**config.mk**
```make
export PLATFORM = sky130hd
export DESIGN_NAME = abts_core
export DESIGN_NICKNAME = d
export VERILOG_FILES = /design/src/design/abts_pkg.sv /design/src/design/abts_fifo.sv /design/src/design/abts_core.sv
export VERILOG_INCLUDE_DIRS = /design/src /design/src/design
export SDC_FILE = /design/constraint.sdc
export NUM_CORES = 1
export LEC_CHECK = 0
export BUFFER_PORTS_ARGS = -buffer_cell sky130_fd_sc_hd__buf_2
export CAP_MARGIN = 5
export CORE_ASPECT_RATIO = 0.6
export CORE_MARGIN = 1.5
export CORE_UTILIZATION = 40
export CTS_CLUSTER_SIZE = 8
export DETAILED_ROUTE_END_ITERATION = 12
export PLACE_DENSITY = 0.65
export RECOVER_POWER = 100
export SLEW_MARGIN = 25
export SYNTH_ARGS = -nofsm -noshare
export SYNTH_HDL_FRONTEND = slang
export SYNTH_SLANG_ARGS = --single-unit
export TNS_END_PERCENT = 1
```
**constraint.sdc**
```tcl
create_clock -name clk_sys_i -period 3.2 [get_ports clk_sys_i]
set_clock_uncertainty 0.05 [all_clocks]
set_input_delay 0.48 -clock clk_sys_i [delete_from_list [all_inputs] [get_ports clk_sys_i]]
set_output_delay 0.48 -clock clk_sys_i [all_outputs]
set_load 0.01 [all_outputs]
```
**src/design/abts_defines.svh**
```systemverilog
/*
 Constants of the command/response transport block: instruction codes,
 status words, header layout, response block sizing and reset values.
 Assumes nothing; holds definitions only.
*/
`ifndef ABTS_DEFINES_SVH
`define ABTS_DEFINES_SVH

// Instruction codes that the block recognises.
`define ABTS_INS_FETCH 8'h12
`define ABTS_INS_TERM_RSP 8'h14
`define ABTS_INS_ENVELOPE 8'hc2

// Status words and first status bytes.
`define ABTS_SW_OK 16'h9000
`define ABTS_SW_TK_BUSY 16'h9300
`define ABTS_SW1_PENDING 8'h91
`define ABTS_SW1_NORMAL 8'h61
`define ABTS_SW1_WARN_A 8'h62
`define ABTS_SW1_WARN_B 8'h63
`define ABTS_SW1_APP_NIBBLE 4'h9

// Command header layout: byte index of each field.
`define ABTS_IDX_CLA 9'h000
`define ABTS_IDX_INS 9'h001
`define ABTS_IDX_P1 9'h002
`define ABTS_IDX_P2 9'h003
`define ABTS_IDX_P3 9'h004
`define ABTS_IDX_BODY 9'h005

// Response sizing and reset values.
`define ABTS_IFS_DEFAULT 32
`define ABTS_FIFO_DEPTH 16
`define ABTS_BYTE_RST 8'h00
`define ABTS_SW_RST 16'h0000

`endif

```
**src/design/abts_pkg.sv**
```systemverilog
/*
 Types shared by the transport block: state codes, exchange cases and the
 packed carriers for a command header and for one outgoing INF byte.
 Assumes nothing of its surroundings.
*/
package abts_pkg;

   // One-hot states of the exchange sequencer.
   typedef enum logic [4:0] {
      ST_RX = 5'h01,
      ST_EXEC = 5'h02,
      ST_DATA = 5'h04,
      ST_SW1 = 5'h08,
      ST_SW2 = 5'h10
   } abts_state_type;

   // The four exchange cases, by presence of command and response data.
   typedef enum logic [1:0] {
      CASE_1 = 2'h0,
      CASE_2 = 2'h1,
      CASE_3 = 2'h2,
      CASE_4 = 2'h3
   } abts_case_type;

   // Decoded command header handed to the application.
   typedef struct packed {
      logic [7:0] cla;
      logic [7:0] ins;
      logic [7:0] p1;
      logic [7:0] p2;
      abts_case_type ncase;
      logic [7:0] lc;
      logic [7:0] le;
   } abts_hdr_type;

   // One byte of an outgoing INF, with block end and chaining marks.
   typedef struct packed {
      logic [7:0] data;
      logic last;
      logic chain;
   } abts_blk_byte_type;

endpackage

```
**src/design/abts_fifo.sv**
```systemverilog
/*
 Synchronous FIFO of flip-flops with valid/ready on both sides.
 Assumes one clock and an active-low asynchronous reset.
*/
`timescale 1ns/1ns
`default_nettype none
`include "abts_defines.svh"

module abts_fifo #(
   parameter int WIDTH = 8,
   parameter int DEPTH = `ABTS_FIFO_DEPTH
) (
   // Clock and reset.
   input wire logic clk_sys_i,
   input wire logic resetn_i,
   // Filling side.
   input wire logic in_valid_i,
   input wire logic [WIDTH-1:0] in_data_i,
   output logic in_ready_o,
   // Draining side.
   output logic out_valid_o,
   output logic [WIDTH-1:0] out_data_o,
   input wire logic out_ready_i
);

   localparam int AW = $clog2(DEPTH);

   logic [WIDTH-1:0] mem_ff [DEPTH];
   logic [AW-1:0] wr_ptr_ff, nxt_wr_ptr;
   logic [AW-1:0] rd_ptr_ff, nxt_rd_ptr;
   logic [AW:0] count_ff, nxt_count;
   logic push;
   logic pop;

   ////////////////////////////////////////////////////////////////////////
   // Full and empty come straight from the occupancy count.
   assign in_ready_o = (count_ff != (AW+1)'(DEPTH));
   assign out_valid_o = (count_ff != '0);
   assign out_data_o = mem_ff[rd_ptr_ff];
   assign push = in_valid_i && in_ready_o;
   assign pop = out_valid_o && out_ready_i;

   // Pointers wrap explicitly so a depth that is not a power of two works.
   always_comb begin
      nxt_wr_ptr = wr_ptr_ff;
      nxt_rd_ptr = rd_ptr_ff;
      nxt_count = count_ff;
      if (push) begin
         nxt_wr_ptr = (wr_ptr_ff == AW'(DEPTH-1)) ? '0 : wr_ptr_ff + AW'(1);
      end
      if (pop) begin
         nxt_rd_ptr = (rd_ptr_ff == AW'(DEPTH-1)) ? '0 : rd_ptr_ff + AW'(1);
      end
      if (push && !pop) begin
         nxt_count = count_ff + (AW+1)'(1);
      end else if (pop && !push) begin
         nxt_count = count_ff - (AW+1)'(1);
      end
   end

   // Storage is not reset; only the pointers and the count say what is valid.
   always_ff @(posedge clk_sys_i) begin
      if (push) begin
         mem_ff[wr_ptr_ff] <= in_data_i;
      end
   end

   // Pointer and count registers.
   always_ff @(posedge clk_sys_i or negedge resetn_i) begin
      if (!resetn_i) begin
         wr_ptr_ff <= '0;
         rd_ptr_ff <= '0;
         count_ff <= '0;
      end else begin
         wr_ptr_ff <= nxt_wr_ptr;
         rd_ptr_ff <= nxt_rd_ptr;
         count_ff <= nxt_count;
      end
   end

endmodule

`default_nettype wire

```
**src/design/abts_core.sv**
```systemverilog
/*
 Card-side command/response transport over chained information blocks.
 Assumes the block layer below delivers INF bytes of valid I-blocks on the
 same clock, and an application that answers each header pulse once.
*/
`timescale 1ns/1ns
`default_nettype none
`include "abts_defines.svh"

module abts_core #(
   parameter int IFS = `ABTS_IFS_DEFAULT,
   parameter int FIFO_DEPTH = `ABTS_FIFO_DEPTH
) (
   // Clock and reset.
   input wire logic clk_sys_i,
   input wire logic resetn_i,
   // Incoming INF bytes from the block layer.
   input wire logic blk_valid_i,
   input wire logic [7:0] blk_data_i,
   input wire logic blk_last_i,
   input wire logic blk_chain_i,
   output logic blk_ready_o,
   // Outgoing INF bytes to the block layer.
   output logic rsp_valid_o,
   output abts_pkg::abts_blk_byte_type rsp_byte_o,
   input wire logic rsp_ready_i,
   // Command towards the application.
   output logic cmd_data_valid_o,
   output logic [7:0] cmd_data_o,
   input wire logic cmd_data_ready_i,
   output logic cmd_hdr_valid_o,
   output abts_pkg::abts_hdr_type cmd_hdr_o,
   // Response from the application.
   input wire logic app_sw_valid_i,
   input wire logic [15:0] app_sw_i,
   input wire logic app_sw_data_i,
   input wire logic app_data_valid_i,
   input wire logic [7:0] app_data_i,
   input wire logic app_data_last_i,
   output logic app_data_ready_o,
   // Toolkit state.
   input wire logic tk_pend_i,
   input wire logic [7:0] tk_pend_len_i,
   input wire logic tk_busy_i
);

   // Statuses that may carry response data; 9000 falls in the 9X group.
   function automatic logic sw_allows_data(input logic [15:0] sw);
      logic [7:0] sw1;
      sw1 = sw[15:8];
      sw_allows_data = (sw1 == `ABTS_SW1_NORMAL) || (sw1 == `ABTS_SW1_WARN_A) ||
                       (sw1 == `ABTS_SW1_WARN_B) || (sw1[7:4] == `ABTS_SW1_APP_NIBBLE);
   endfunction

   abts_pkg::abts_state_type state_ff, nxt_state;
   abts_pkg::abts_hdr_type hdr_ff, nxt_hdr;
   abts_pkg::abts_blk_byte_type out_ff, nxt_out;
   logic [8:0] idx_ff, nxt_idx;
   logic [8:0] fwd_cnt_ff, nxt_fwd_cnt;
   logic [7:0] p3_ff, nxt_p3;
   logic drop_ff, nxt_drop;
   logic cmd_valid_ff, nxt_cmd_valid;
   logic [7:0] cmd_data_ff, nxt_cmd_data;
   logic hdr_valid_ff, nxt_hdr_valid;
   logic [15:0] sw_ff, nxt_sw;
   logic allow_ff, nxt_allow;
   logic out_valid_ff, nxt_out_valid;
   logic [7:0] blk_cnt_ff, nxt_blk_cnt;
   logic sent_ff, nxt_sent;
   logic in_take;
   logic fwd_byte;
   logic msg_end;
   logic load_en;
   logic fifo_push;
   logic fifo_in_ready;
   logic fifo_out_valid;
   logic [7:0] fifo_out_data;
   logic fifo_pop;
   logic [15:0] final_sw;

   ////////////////////////////////////////////////////////////////////////
   // Handshakes. No new command is taken until the second status byte has been loaded into the output register.
   assign blk_ready_o = (state_ff == abts_pkg::ST_RX) &&
                        (!cmd_valid_ff || cmd_data_ready_i);
   assign in_take = blk_valid_i && blk_ready_o;
   assign msg_end = in_take && blk_last_i && !blk_chain_i;
   assign fwd_byte = (idx_ff >= `ABTS_IDX_BODY) &&
                     (idx_ff < (`ABTS_IDX_BODY + {1'b0, p3_ff})) && !drop_ff;
   assign app_data_ready_o = (state_ff == abts_pkg::ST_DATA) &&
                             (!allow_ff || fifo_in_ready);
   // Bytes of a status that may not carry data are accepted and discarded.
   assign fifo_push = (state_ff == abts_pkg::ST_DATA) && app_data_valid_i &&
                      allow_ff && fifo_in_ready;
   assign load_en = !out_valid_ff || rsp_ready_i;
   assign fifo_pop = load_en && fifo_out_valid;
   assign cmd_data_valid_o = cmd_valid_ff;
   assign cmd_data_o = cmd_data_ff;
   assign cmd_hdr_valid_o = hdr_valid_ff;
   assign cmd_hdr_o = hdr_ff;
   assign rsp_valid_o = out_valid_ff;
   assign rsp_byte_o = out_ff;

   // Success is replaced by the pending-command status unless this very
   // command is the retrieval, whose answer must stay a plain success.
   always_comb begin
      final_sw = app_sw_i;
      if ((app_sw_i == `ABTS_SW_OK) && tk_pend_i && (hdr_ff.ins != `ABTS_INS_FETCH)) begin
         final_sw = {`ABTS_SW1_PENDING, tk_pend_len_i};
      end
   end

   ////////////////////////////////////////////////////////////////////////
   // Response bytes wait here while the block layer stalls.
   abts_fifo #(
      .WIDTH(8),
      .DEPTH(FIFO_DEPTH)
   ) u_rsp_fifo (
      .clk_sys_i(clk_sys_i),
      .resetn_i(resetn_i),
      .in_valid_i(fifo_push),
      .in_data_i(app_data_i),
      .in_ready_o(fifo_in_ready),
      .out_valid_o(fifo_out_valid),
      .out_data_o(fifo_out_data),
      .out_ready_i(load_en)
   );

   ////////////////////////////////////////////////////////////////////////
   // Command reception and exchange sequencing. The header is decoded on
   // the fly; body bytes stream to the application as they arrive, so the
   // header pulse marks the end of the whole concatenated command.
   always_comb begin
      nxt_state = state_ff;
      nxt_idx = idx_ff;
      nxt_hdr = hdr_ff;
      nxt_p3 = p3_ff;
      nxt_drop = drop_ff;
      nxt_fwd_cnt = fwd_cnt_ff;
      nxt_cmd_valid = cmd_valid_ff && !cmd_data_ready_i;
      nxt_cmd_data = cmd_data_ff;
      nxt_hdr_valid = 1'b0;
      nxt_sw = sw_ff;
      nxt_allow = allow_ff;
      case (state_ff)
         abts_pkg::ST_RX: begin
            if (in_take) begin
               nxt_idx = idx_ff + 9'h001;
               case (idx_ff)
                  `ABTS_IDX_CLA: begin
                     nxt_hdr.cla = blk_data_i;
                     nxt_fwd_cnt = 9'h000;
                  end
                  `ABTS_IDX_INS: begin
                     nxt_hdr.ins = blk_data_i;
                     nxt_drop = (blk_data_i == `ABTS_INS_ENVELOPE) && tk_busy_i;
                  end
                  `ABTS_IDX_P1: nxt_hdr.p1 = blk_data_i;
                  `ABTS_IDX_P2: nxt_hdr.p2 = blk_data_i;
                  `ABTS_IDX_P3: nxt_p3 = blk_data_i;
                  default: begin
                     if (fwd_byte) begin
                        nxt_cmd_valid = 1'b1;
                        nxt_cmd_data = blk_data_i;
                        nxt_fwd_cnt = fwd_cnt_ff + 9'h001;
                     end
                  end
               endcase
               if (msg_end) begin
                  nxt_idx = 9'h000;
                  nxt_hdr.lc = 8'h00;
                  nxt_hdr.le = 8'h00;
                  // Class the exchange by the length of the body.
                  if (idx_ff == `ABTS_IDX_P2) begin
                     nxt_hdr.ncase = abts_pkg::CASE_1;
                  end else if (idx_ff == `ABTS_IDX_P3) begin
                     nxt_hdr.ncase = abts_pkg::CASE_2;
                     nxt_hdr.le = blk_data_i;
                  end else if (idx_ff == (`ABTS_IDX_P3 + {1'b0, p3_ff})) begin
                     nxt_hdr.ncase = abts_pkg::CASE_3;
                     nxt_hdr.lc = p3_ff;
                  end else begin
                     nxt_hdr.ncase = abts_pkg::CASE_4;
                     nxt_hdr.lc = p3_ff;
                     nxt_hdr.le = blk_data_i;
                  end
                  if (drop_ff) begin
                     nxt_sw = `ABTS_SW_TK_BUSY;
                     nxt_allow = 1'b0;
                     nxt_state = abts_pkg::ST_SW1;
                  end else begin
                     nxt_hdr_valid = 1'b1;
                     nxt_state = abts_pkg::ST_EXEC;
                  end
               end
            end
         end
         abts_pkg::ST_EXEC: begin
            if (app_sw_valid_i) begin
               nxt_sw = final_sw;
               nxt_allow = sw_allows_data(final_sw);
               nxt_state = app_sw_data_i ? abts_pkg::ST_DATA : abts_pkg::ST_SW1;
            end
         end
         abts_pkg::ST_DATA: begin
            if (app_data_valid_i && app_data_ready_o && app_data_last_i) begin
               nxt_state = abts_pkg::ST_SW1;
            end
         end
         abts_pkg::ST_SW1: begin
            if (load_en && !fifo_out_valid) begin
               nxt_state = abts_pkg::ST_SW2;
            end
         end
         abts_pkg::ST_SW2: begin
            if (load_en) begin
               nxt_state = abts_pkg::ST_RX;
            end
         end
         default: nxt_state = abts_pkg::ST_RX;
      endcase
   end

   // Sequencer registers.
   always_ff @(posedge clk_sys_i or negedge resetn_i) begin
      if (!resetn_i) begin
         state_ff <= abts_pkg::ST_RX;
         idx_ff <= 9'h000;
         hdr_ff <= '0;
         p3_ff <= `ABTS_BYTE_RST;
         drop_ff <= 1'b0;
         fwd_cnt_ff <= 9'h000;
         cmd_valid_ff <= 1'b0;
         cmd_data_ff <= `ABTS_BYTE_RST;
         hdr_valid_ff <= 1'b0;
         sw_ff <= `ABTS_SW_RST;
         allow_ff <= 1'b0;
      end else begin
         state_ff <= nxt_state;
         idx_ff <= nxt_idx;
         hdr_ff <= nxt_hdr;
         p3_ff <= nxt_p3;
         drop_ff <= nxt_drop;
         fwd_cnt_ff <= nxt_fwd_cnt;
         cmd_valid_ff <= nxt_cmd_valid;
         cmd_data_ff <= nxt_cmd_data;
         hdr_valid_ff <= nxt_hdr_valid;
         sw_ff <= nxt_sw;
         allow_ff <= nxt_allow;
      end
   end

   ////////////////////////////////////////////////////////////////////////
   // Output stage: data first, then the two status bytes. A block closes
   // at IFS bytes with chaining set, or at the second status byte, which
   // always ends the message; so the stage never needs to look ahead.
   always_comb begin
      nxt_out_valid = out_valid_ff;
      nxt_out = out_ff;
      nxt_blk_cnt = blk_cnt_ff;
      nxt_sent = sent_ff;
      if (load_en) begin
         nxt_out_valid = 1'b0;
         if (fifo_out_valid || (state_ff == abts_pkg::ST_SW1) ||
             (state_ff == abts_pkg::ST_SW2)) begin
            nxt_out_valid = 1'b1;
            nxt_out.last = (blk_cnt_ff == 8'(IFS-1));
            nxt_out.chain = nxt_out.last;
            if (fifo_out_valid) begin
               nxt_out.data = fifo_out_data;
               nxt_sent = 1'b1;
            end else if (state_ff == abts_pkg::ST_SW1) begin
               nxt_out.data = sw_ff[15:8];
            end else begin
               nxt_out.data = sw_ff[7:0];
               nxt_out.last = 1'b1;
               nxt_out.chain = 1'b0;
               nxt_sent = 1'b0;
            end
            nxt_blk_cnt = nxt_out.last ? 8'h00 : blk_cnt_ff + 8'h01;
         end
      end
   end

   // Output registers.
   always_ff @(posedge clk_sys_i or negedge resetn_i) begin
      if (!resetn_i) begin
         out_valid_ff <= 1'b0;
         out_ff <= '0;
         blk_cnt_ff <= 8'h00;
         sent_ff <= 1'b0;
      end else begin
         out_valid_ff <= nxt_out_valid;
         out_ff <= nxt_out;
         blk_cnt_ff <= nxt_blk_cnt;
         sent_ff <= nxt_sent;
      end
   end

   ////////////////////////////////////////////////////////////////////////
   // Checks on the sequencer and the output stage.
   a_no_data_sw:
   assert property (@(posedge clk_sys_i) disable iff (!resetn_i)
      (load_en && !fifo_out_valid && state_ff == abts_pkg::ST_SW1 &&
       !sw_allows_data(sw_ff)) |-> !sent_ff)
      else $error("response data sent with a status that forbids it");

   a_data_gate:
   assert property (@(posedge clk_sys_i) disable iff (!resetn_i)
      fifo_push |-> sw_allows_data(sw_ff))
      else $error("response byte queued under a data-free status");

   a_pend_subst:
   assert property (@(posedge clk_sys_i) disable iff (!resetn_i)
      (state_ff == abts_pkg::ST_EXEC && app_sw_valid_i && app_sw_i == `ABTS_SW_OK &&
       tk_pend_i && hdr_ff.ins != `ABTS_INS_FETCH)
      |=> sw_ff == {`ABTS_SW1_PENDING, $past(tk_pend_len_i)})
      else $error("pending command not signalled in place of success");

   a_fetch_ok:
   assert property (@(posedge clk_sys_i) disable iff (!resetn_i)
      (state_ff == abts_pkg::ST_EXEC && app_sw_valid_i && app_sw_i == `ABTS_SW_OK &&
       hdr_ff.ins == `ABTS_INS_FETCH) |=> sw_ff == `ABTS_SW_OK)
      else $error("retrieval answer lost its success status");

   a_busy_reply:
   assert property (@(posedge clk_sys_i) disable iff (!resetn_i)
      (msg_end && drop_ff) |=> (sw_ff == `ABTS_SW_TK_BUSY) &&
      (state_ff == abts_pkg::ST_SW1) && !cmd_hdr_valid_o)
      else $error("busy toolkit did not answer the data-wrap command");

   a_one_cmd:
   assert property (@(posedge clk_sys_i) disable iff (!resetn_i)
      (state_ff != abts_pkg::ST_RX) |-> !blk_ready_o)
      else $error("command accepted while a response is open");

   a_hdr_after_end:
   assert property (@(posedge clk_sys_i) disable iff (!resetn_i)
      (msg_end && !drop_ff) |=> cmd_hdr_valid_o ##1 !cmd_hdr_valid_o)
      else $error("header pulse not given once after the final block");

   a_case_body:
   assert property (@(posedge clk_sys_i) disable iff (!resetn_i)
      (cmd_hdr_valid_o && (cmd_hdr_o.ncase == abts_pkg::CASE_3 ||
       cmd_hdr_o.ncase == abts_pkg::CASE_4)) |-> fwd_cnt_ff == {1'b0, cmd_hdr_o.lc})
      else $error("forwarded body length differs from the command length");

   a_block_size:
   assert property (@(posedge clk_sys_i) disable iff (!resetn_i)
      (rsp_valid_o && rsp_byte_o.chain && $past(load_en)) |->
      rsp_byte_o.last && $past(blk_cnt_ff) == 8'(IFS-1))
      else $error("chained block closed at the wrong size");

   a_status_tail:
   assert property (@(posedge clk_sys_i) disable iff (!resetn_i)
      (rsp_valid_o && rsp_byte_o.last && !rsp_byte_o.chain) |-> rsp_byte_o.data == sw_ff[7:0])
      else $error("message did not end with the second status byte");

endmodule

`default_nettype wire

```
==> results of run 1 <==
==> cell families (layout without fill, tap and decap cells) <==
family | after synthesis | in the layout | share of synthesized area (%)
AO/OA/AOI/OAI | 151 | 151 | 8.96
XOR/XNOR | 29 | 29 | 2.20
adder cells (fa/ha/maj) | 27 | 27 | 2.99
buffers and inverters | 56 | 227 | 2.32
flip-flops | 260 | 260 | 61.8
multiplexers | 104 | 104 | 11.5
AND/OR/NAND/NOR | 237 | 237 | 10.2
==> cells in the mapped netlist, drive strengths merged, types with 2 or more instances <==
master  number
xnor2       13
and2         6
xor2        16
o221ai      10
a22o        19
nor3        14
nand2b       9
buf         31
o31ai        3
nand2       86
and3        11
inv         16
a31oi        3
or2          2
o21ai       58
a21o         7
o21bai       2
clkbuf       9
dfrtp      131
o311ai       2
a32oi        8
a32o         2
nand3       14
mux2        70
ha          26
a21oi       20
a22oi        8
nor4         4
nor2b       10
mux2i       18
mux4        16
edfxtp     128
nand4       11
nor2        57
or3          2
nand3b       2
nor4b        2
==> per-stage QoR <==
step	util [%]	hold WS, ns	instances	total power [mW]
floorplan	-	0.134	864	7.15
global placement	45.1	0.405	1336	8.51
detailed placement	45.1	0.410	1336	8.57
CTS	49.0	0.161	1402	12.3
global route	48.4	0.174	1402	12.7
finish	48.4	0.179	1402	12.0
==> per-layer routing <==
layer,up-vias,track usage (%)
met3,46,4.33
li1,3507,-
met5,-,0
met1,3887,31.5
met4,0,6.27
met2,276,27.3
==> final timing paths <==
kind                            slack [ns]       endpoint  cells after the start
worst max-delay path                  0.17  rsp_byte_o[2]                      7
worst min-delay path                  0.18      sw_ff[14]                      3
worst max register to register        0.17  rsp_byte_o[2]                      7
worst min register to register        0.43  cmd_hdr_o[16]                      1
max in group asynchronous             0.90      idx_ff[8]                      3
min in group asynchronous             0.75  cmd_hdr_o[42]                      2
==> flip-flops by register name, indices dropped and copies added, names as in the netlist, 4 cells and up <==
register / count
u_rsp_fifo.mem_ff: 128
cmd_hdr_o: 50
sw_ff: 16
rsp_byte_o: 10
idx_ff: 9
blk_cnt_ff: 8
cmd_data_o: 8
p3_ff: 8
state_ff: 5
u_rsp_fifo.count_ff: 5
u_rsp_fifo.rd_ptr_ff: 4
u_rsp_fifo.wr_ptr_ff: 4
==> cell type report <==
cell class,count,area share (%)
Clock buffer,64,7.90
Timing Repair Buffer,146,5.00
Sequential cell,260,52.8
Inverter,16,0.444
Clock inverter,1,0.120
Tap cell,367,3.39
Multi-Input combinational cell,548,30.3
==> power by group through the flow <==
| stage | clock, mW | combinational (mW) | sequential, mW |
|---|---|---|---|
| 2_1_floorplan | 0 | 2.40 | 4.75 |
| 3_3_place_gp | 0 | 3.74 | 4.77 |
| 3_5_place_dp | 0 | 3.79 | 4.78 |
| 4_1_cts | 3.72 | 3.81 | 4.74 |
| 5_1_grt | 3.87 | 3.99 | 4.84 |
| 6_report | 3.64 | 3.64 | 4.76 |
==> critical path: cells and delay by family, from the launching register on <==
kind | cells | cell delay (ns)
AOI/OAI and AO/OA | 3 | 1.01
buffers and inverters | 1 | 0.46
and+or+nand+nor | 3 | 1.00
DFF | 1 | 0.43
==> timing repair <==
| action | 4_1_cts | 5_1_grt |
|---|---|---|
| endpoints found under the hold margin | 52 | 0 |
| hold buffers | 1 | 0 |
| resized for setup | 0 | 1 |
| buffers inserted | 0 | 0 |
| setup endpoints to repair | 0 | 5 |
==> impl_metrics.csv, run 1 <==
group,metric,value,unit
layout,drive_gt1_share,18.1,%
placement,post-place-ws,0.268,ns
detailed_routing,vias_per_cell,5.50,
placement,io_buffer_count,125,
synthesis,seq_area_frac_synth,61.8,%
die,boundaryPins,126,
setup_path,slowest_delay,0.55,ns
synthesis,netlist_instances,864,
power_and_ir_drop,seq_power_share,39.5,%
power_and_ir_drop,combPwrFrac,30.2,%
setup_path,cp_cell_sequence,"nor4_1, and2b_1, clkbuf_1, nor2_1, a32oi_1, o21ai_0, o21ai_0",
clock_tree,cts_buffer_depth,3,
timing,fin_tns_setup,0,ns
clock_tree,cts_max_level,2,
synthesis,synth_warnings,0,
setup_path,cp.arrival,3.40,ns
die,start_util,41.3,%
detailed_routing,firstDrtPassIters,6,
clock_tree,clkTransAtPathRegs,0.05,ns
grt,grt_max_degree,55,
layout,seqCellArea,7150,um^2
grt,grt_first_pass_wirelength,45100,um
synthesis,synth_fp_nets,944,
layout,multi_input_area,4110,um^2
grt,grt_pass1_vias,7534,
synthesis,synth-seq-cells,260,
setup_path,critical_path_required,3.58,ns
grt,grt_usage,20.0,%
placement,gp_congestion,0.896,
detailed_routing,wl_met3,2080,um
power_and_ir_drop,intPower,7.97,mW
setup_path,timing.critical_path.slowest_stage_cell,"a32oi_1",
synthesis,synth_area,11600,um^2
setup_path,path_class,"register to register",
clock_tree,cts_sinks,260,
timing,worst_pin_slew,1.35,ns
timing,finalWorstSetupSlack,0.174,ns
timing,finalHoldViolCount,0,
setup_path,path_max_fanout,11,
setup_path,endpoint_kind,"register",
detailed_routing,ant_nets,0,
power_and_ir_drop,powerDensity,889,nW/um^2
hold_path,hold_path.class,"primary input to register",
outcome,status,"finished clean",
detailed_routing,drtIter0Drc,760,
synthesis,synth-edff-count,128,
flow_run,max-cap-violations,0,
placement,dp_hpwl,21300,um
synthesis,synth_area_per_cell,13.4,um^2
timing,rsz0062_at_grt,"false",
grt,antenna_found_initial,0,
clock_tree,tritoncts,"yes",
synthesis,postSynth.asyncResetShare,50.8,%
synthesis,synth_top_area_share,33.3,%
power_and_ir_drop,switchingPower,4.07,mW
die,die_y,135,um
timing,setup_violations,0,
die,core_area,28000,um^2
layout,insertedDiodeCount,0,
setup_path,startpoint,"u_rsp_fifo.count_ff[0]",
die,dieArea,30000,um^2
timing,max-slew-margin-rel,10.2,%
layout,layout_commonest_cell,"dfrtp_1",
placement,placed_area,12600,um^2
clock_tree,clkLatencyLatePin,0.52,ns
timing,period_share,94.6,%
power_and_ir_drop,ir_worst_vdd,0.418,mV
detailed_routing,vias,7716,
timing,min_period,3.03,ns
power_and_ir_drop,sw_frac_of_total,33.8,%
layout,final_design_area_no_fill,13500,um^2
setup_path,start_kind,"register",
die,die_x,222,um
detailed_routing,wl_met2,12000,um
detailed_routing,drc,0,
detailed_routing,top_layer,"met4",
layout,fillers,2507,
layout,layout_common_cells,"129 x dfrtp_1, 128 x edfxtp_1, 114 x clkbuf_1, 85 x nand2_1, 63 x mux2_2",
clock_tree,cts-buffers-inserted,38,
detailed_routing,drt-met1-wl,14700,um
detailed_routing,routed_wl,29400,um
setup_path,r2r_start,"u_rsp_fifo.count_ff[0]",
layout,num-nets-final,1090,
clock_tree,cts-root-buf,"clkbuf_16",
layout,area_growth,17.1,%
hold_path,min_from,"app_sw_i[14]",
grt,gr-total-overflow,0,
synthesis,post_synth_num_cell_types,68,
setup_path,cp_common_cell,"o21ai_0",
die,core.rowCount,47,
power_and_ir_drop,power.leakage,5.27,nW
detailed_routing,routedWlPerCell,21.0,um
timing,max_clock_freq,0.330,GHz
synthesis,synth_flop_cell,"dfrtp_1",
synthesis,synth_top_cell_by_area,"edfxtp_1",
synthesis,netlist_top_cells_area,"edfxtp_1 33%, dfrtp_1 28%, mux2_2 6.1%",
timing,slew_violations,0,
power_and_ir_drop,p_clk_share,30.3,%
(Power assumes the default switching activity.)
==> run 2, diff against run 1 <==
--- a/config.mk
+++ b/config.mk
@@ -8,12 +8,14 @@
 export LEC_CHECK = 0
 export BUFFER_PORTS_ARGS = -buffer_cell sky130_fd_sc_hd__buf_2
 export CAP_MARGIN = 5
+export CELL_PAD_IN_SITES_DETAIL_PLACEMENT = 0
+export CELL_PAD_IN_SITES_GLOBAL_PLACEMENT = 1
 export CORE_ASPECT_RATIO = 0.6
 export CORE_MARGIN = 1.5
 export CORE_UTILIZATION = 40
 export CTS_CLUSTER_SIZE = 8
 export DETAILED_ROUTE_END_ITERATION = 12
-export PLACE_DENSITY = 0.65
+export PLACE_DENSITY = 0.75
 export RECOVER_POWER = 100
 export SLEW_MARGIN = 25
 export SYNTH_ARGS = -nofsm -noshare
==> impl_metrics.csv, run 2 (same netlist as run 1, synthesis figures left out) <==
group,metric,value,unit
outcome,status,"finished with violations",
outcome,violations,"capacitance limit, slew limit",
clock_tree,clkTransAtPathRegs,0.05,ns
timing,slew_violations,71,
setup_path,timing.rr.end,"cmd_hdr_o[39]",
detailed_routing,vias_per_cell,5.40,
setup_path,cp.arrival,3.28,ns
clock_tree,cts_max_level,2,
timing,rsz0062_at_grt,"false",
setup_path,critPathCapture,"cmd_hdr_o[39]",
placement,io_buffer_count,125,
setup_path,r2r_start,"state_ff[0]",
die,boundaryPins,126,
grt,grt_first_pass_wirelength,45500,um
timing,worst_pin_slew,1.82,ns
die,core_area,28000,um^2
setup_path,critical_path_required,3.55,ns
timing,period_share,91.6,%
detailed_routing,drc,0,
grt,grt_max_degree,72,
setup_path,r2r_setup_slack,0.27,ns
layout,fillers,2505,
layout,largest-register,"u_rsp_fifo.mem_ff",
layout,seqCellArea,7150,um^2
die,start_util,41.3,%
timing,setup_violations,0,
clock_tree,cts_buffer_depth,3,
placement,gp_congestion,0.887,
setup_path,slowest_delay,0.60,ns
power_and_ir_drop,power.leakage,5.31,nW
grt,grt_usage,20.3,%
detailed_routing,ant_nets,0,
clock_tree,cts-buffers-inserted,38,
hold_path,hold_path.class,"primary input to register",
setup_path,path_class,"register to register",
layout,layout_common_cells,"129 x dfrtp_1, 128 x edfxtp_1, 117 x clkbuf_1, 85 x nand2_1, 63 x mux2_2",
setup_path,path_max_fanout,11,
timing,min_period,2.93,ns
detailed_routing,routedWlPerCell,21.2,um
setup_path,start_kind,"register",
setup_path,critical_path_depth,6,
timing,hold_slack,0.127,ns
timing,finalHoldViolCount,0,
power_and_ir_drop,ir_worst_vdd,0.464,mV
flow_run,max-cap-violations,1,
die,die_y,135,um
die,core.rowCount,47,
clock_tree,tritoncts,"yes",
clock_tree,cts_sinks,260,
layout,layout_commonest_cell,"dfrtp_1",
setup_path,startpoint,"state_ff[0]",
detailed_routing,firstDrtPassIters,5,
layout,area_growth,17.8,%
timing,max_clock_freq,0.341,GHz
setup_path,path_delay_family,"simple AND/OR/NAND/NOR gates",
setup_path,cp_cell_sequence,"nor2b_1, and4_1, nand2_1, nor2_1, and2_0, mux2_2",
timing,max-slew-margin-rel,-21.2,%
power_and_ir_drop,powerDensity,893,nW/um^2
clock_tree,cts-root-buf,"clkbuf_16",
layout,drive_gt1_share,18.6,%
clock_tree,post_cts_buffers,0,
detailed_routing,vias,7619,
die,dieArea,30000,um^2
grt,antenna_found_initial,1,
detailed_routing,drtIter0Drc,759,
setup_path,endpoint_kind,"register",
layout,largest_reg_flops,128,
layout,multi_input_area,4120,um^2
layout,num-nets-final,1093,
detailed_routing,routed_wl,29900,um
setup_path,cp_num_buf_inv,0,
timing,fin_tns_setup,0,ns
placement,dp_hpwl,21400,um
die,die_x,222,um
setup_path,timing.critical_path.slowest_stage_cell,"dfstp_1",
setup_path,worst-r2r-cell-count,6,
clock_tree,clkLatencyLatePin,0.53,ns
grt,grt_pass1_vias,7463,
grt,gr-total-overflow,0,
[run 2: changes by cell type in the layout (fill, tap and decap cells not counted), moves of 2 or more]
cell / change
buf_4: +3
and2_1: +2
clkbuf_1: +3
and2_0: -2
[run 2: report_power, final]
part / switching [mW] / internal [mW]
Sequential: 0.630 / 4.15
Clock: 1.45 / 2.33
Combinational: 2.05 / 1.55
Total: 4.13 / 8.03
[run 2: cell type report]
cell class                 count  area share (%)
clock buffer                  68            8.12
tap                          367            3.37
multi-input combinational    548            30.2
antenna                        1          0.0184
clock inverter                 2           0.257
sequential                   260            52.5
inverter                      16           0.441
timing repair buffer         149            5.03
[run 2: through the flow]
step           worst slack [ns]  cells  util (%)  power, mW  instance area [um^2]
5_1_grt                  0.0728   1410      48.6       12.8                 13600
2_1_floorplan             0.407    864         -       7.15                 11600
3_5_place_dp              0.187   1339      45.1       8.56                 12600
3_3_place_gp              0.313   1339      45.1       8.51                 12600
4_1_cts                   0.195   1410      49.2       12.4                 13800
6_report                  0.269   1411      48.6       12.2                 13600
[run 2: what timing repair did]
action | 4_1_cts | 5_1_grt
gates resized for setup | 0 | 3
hold buffers | 1 | 0
endpoints found under the setup margin | 0 | 9
hold endpoints to repair | 68 | 0
[run 2: worst min path at each step]
stage                     cells after the start             to  slack [ns]      startpoint
after floorplan                               0       allow_ff        0.13        resetn_i
after global placement                        2  rsp_byte_o[5]        0.41   rsp_byte_o[5]
after detailed placement                      1  cmd_hdr_o[16]        0.41   cmd_hdr_o[16]
after CTS                                     2    state_ff[1]        0.11  app_sw_valid_i
after global routing                          2    state_ff[1]        0.11  app_sw_valid_i
final                                         2    state_ff[1]        0.13  app_sw_valid_i
[run 2: layer usage]
| metal | vias to the layer above | GRT usage (%) | share of wire, % |
|---|---|---|---|
| met5 | - | 0 | 0 |
| met4 | 0 | 5.67 | 1.5 |
| met3 | 38 | 3.87 | 5.7 |
| met2 | 211 | 26.8 | 40 |
| met1 | 3854 | 33.2 | 53 |
| li1 | 3516 | - | - |
==> run 3, diff against run 2 <==
--- a/config.mk
+++ b/config.mk
@@ -12,10 +12,10 @@
 export CELL_PAD_IN_SITES_GLOBAL_PLACEMENT = 1
 export CORE_ASPECT_RATIO = 0.6
 export CORE_MARGIN = 1.5
-export CORE_UTILIZATION = 40
+export CORE_UTILIZATION = 35
 export CTS_CLUSTER_SIZE = 8
 export DETAILED_ROUTE_END_ITERATION = 12
-export PLACE_DENSITY = 0.75
+export PLACE_DENSITY = 0.68
 export RECOVER_POWER = 100
 export SLEW_MARGIN = 25
 export SYNTH_ARGS = -nofsm -noshare
==> impl_metrics.csv, run 3 (same netlist as run 1, synthesis figures left out) <==
group,metric,value,unit
layout,largest_reg_flops,128,
outcome,status,"finished with violations",
die,core_area,32500,um^2
clock_tree,clkLatencyLatePin,0.52,ns
detailed_routing,drtIter0Drc,581,
grt,antenna_found_initial,0,
setup_path,slowest_delay,0.79,ns
clock_tree,cts-buffers-inserted,38,
timing,setup_violations,0,
hold_path,hold_path.class,"primary input to register",
die,start_util,35.6,%
clock_tree,cts-root-buf,"clkbuf_16",
grt,grt_use_met1,28.8,%
setup_path,timing.critical_path.slowest_stage_cell,"a31oi_1",
setup_path,path_max_fanout,9,
placement,gp_congestion,0.856,
timing,max_clock_freq,0.339,GHz
layout,area_growth,17.9,%
timing,finalHoldViolCount,0,
timing,rsz0062_at_grt,"false",
flow_run,max-cap-violations,1,
die,core.rowCount,51,
grt,met3_usage,4.92,%
power_and_ir_drop,ir_worst_vdd,0.434,mV
detailed_routing,routedWlPerCell,21.2,um
setup_path,endpoint_kind,"register",
timing,fin_tns_setup,0,ns
timing,slew_violations,67,
layout,largest-register,"u_rsp_fifo.mem_ff",
layout,num-nets-final,1098,
clock_tree,tritoncts,"yes",
placement,dp_hpwl,22200,um
detailed_routing,vias,7678,
layout,fillers,3047,
grt,top_usage_layer,"met1",
grt,grt_usage,18.3,%
setup_path,critical_path_required,3.60,ns
setup_path,cp_cell_sequence,"nor2b_1, and2_0, and2_0, clkbuf_1, o21ai_0, a31oi_1, a22o_1",
outcome,violations,"capacitance limit, slew limit",
detailed_routing,drc,0,
clock_tree,cts_sinks,260,
die,dieArea,34200,um^2
timing,min_period,2.95,ns
timing,finalWorstSetupSlack,0.247,ns
detailed_routing,ant_nets,0,
layout,layout_common_cells,"131 x dfrtp_1, 128 x edfxtp_1, 119 x clkbuf_1, 85 x nand2_1, 63 x mux2_2",
setup_path,cp.arrival,3.35,ns
grt,grt_pass1_vias,7257,
grt,gr-total-overflow,0,
setup_path,start_kind,"register",
layout,seqCellArea,7150,um^2
layout,drive_gt1_share,18.3,%
grt,grt_first_pass_wirelength,46300,um
placement,io_buffer_count,125,
detailed_routing,routed_wl,31200,um
layout,layout_commonest_cell,"dfrtp_1",
die,die_x,238,um
layout,multi_input_area,4120,um^2
grt,grt_use_met2,24.5,%
grt,grt_max_degree,67,
die,die_y,144,um
power_and_ir_drop,power.leakage,5.29,nW
clock_tree,clkTransAtPathRegs,0.05,ns
clock_tree,post_cts_buffers,0,
die,boundaryPins,126,
detailed_routing,vias_per_cell,5.22,
timing,period_share,92.3,%
timing,max-slew-margin-rel,-20.3,%
timing,worst_pin_slew,1.80,ns
setup_path,path_class,"register to register",
clock_tree,cts_buffer_depth,3,
detailed_routing,firstDrtPassIters,5,
setup_path,cp_common_cell,"and2_0",
placement,post-place-ws,0.258,ns
power_and_ir_drop,powerDensity,888,nW/um^2
clock_tree,cts_max_level,2,
-- run 3: cell types whose count changed in the layout (fill, tap and decap cells not counted), sizes merged --
cell,previous run,this run
buf,56,58
-- run 3: critical path: cells and delay by family (launching register included) --
kind | cells | cell delay, ns
DFF | 1 | 0.60
AOI/OAI and AO/OA | 3 | 1.25
and+or+nand+nor | 3 | 0.63
buffers and inverters | 1 | 0.35
-- run 3: per-stage QoR --
step	power (mW)	hold slack, ns	std cells	cell area (um^2)	util [%]
after floorplan	7.15	0.134	864	11600	-
after global placement	8.63	0.406	1401	12700	39.2
after detailed placement	8.65	0.412	1401	12700	39.2
after CTS	12.4	0.149	1469	13800	42.6
after global routing	12.8	0.169	1469	13600	42.0
final	12.1	0.179	1470	13600	42.0
-- run 3: metal layers --
layer	up-vias	routed length, um
met2	243	12900
met3	34	2320
met4	0	424
met5	-	0
li1	3530	-
met1	3871	15500
-- run 3: cell type report --
class	count	share of cell area (%)
flip-flops and latches	260	52.4
multi-input cells	548	30.2
clock buffers	65	7.72
repair buffers	154	5.14
well taps	424	3.89
inverters	16	0.441
clock inverters	2	0.156
diodes	1	0.0184
-- run 3: what timing repair did --
item	in CTS	in global routing
gates resized for setup	0	1
setup endpoints to repair	0	1
endpoints found under the hold margin	63	0
hold buffers	1	0
-- run 3: worst paths after layout --
| kind | from | end | slack (ns) | cells after the start |
|---|---|---|---|---|
| max in group asynchronous | resetn_i | cmd_hdr_o[37] | 0.59 | 3 |
| worst max-delay path | state_ff[0] | cmd_hdr_o[2] | 0.25 | 7 |
| min in group asynchronous | resetn_i | rsp_byte_o[7] | 0.95 | 2 |
| worst min-delay path | app_sw_valid_i | state_ff[1] | 0.18 | 2 |
| worst min register to register | rsp_byte_o[8] | rsp_byte_o[8] | 0.42 | 2 |
| worst max register to register | state_ff[0] | cmd_hdr_o[2] | 0.25 | 7 |
-- run 3: power breakdown --
part	total (mW)	switching (mW)	leakage, nW	internal, mW
clock	3.64	1.43	0.511	2.22
sequential	4.76	0.622	2.83	4.14
combinational	3.70	2.12	1.95	1.58
total	12.1	4.17	5.29	7.94
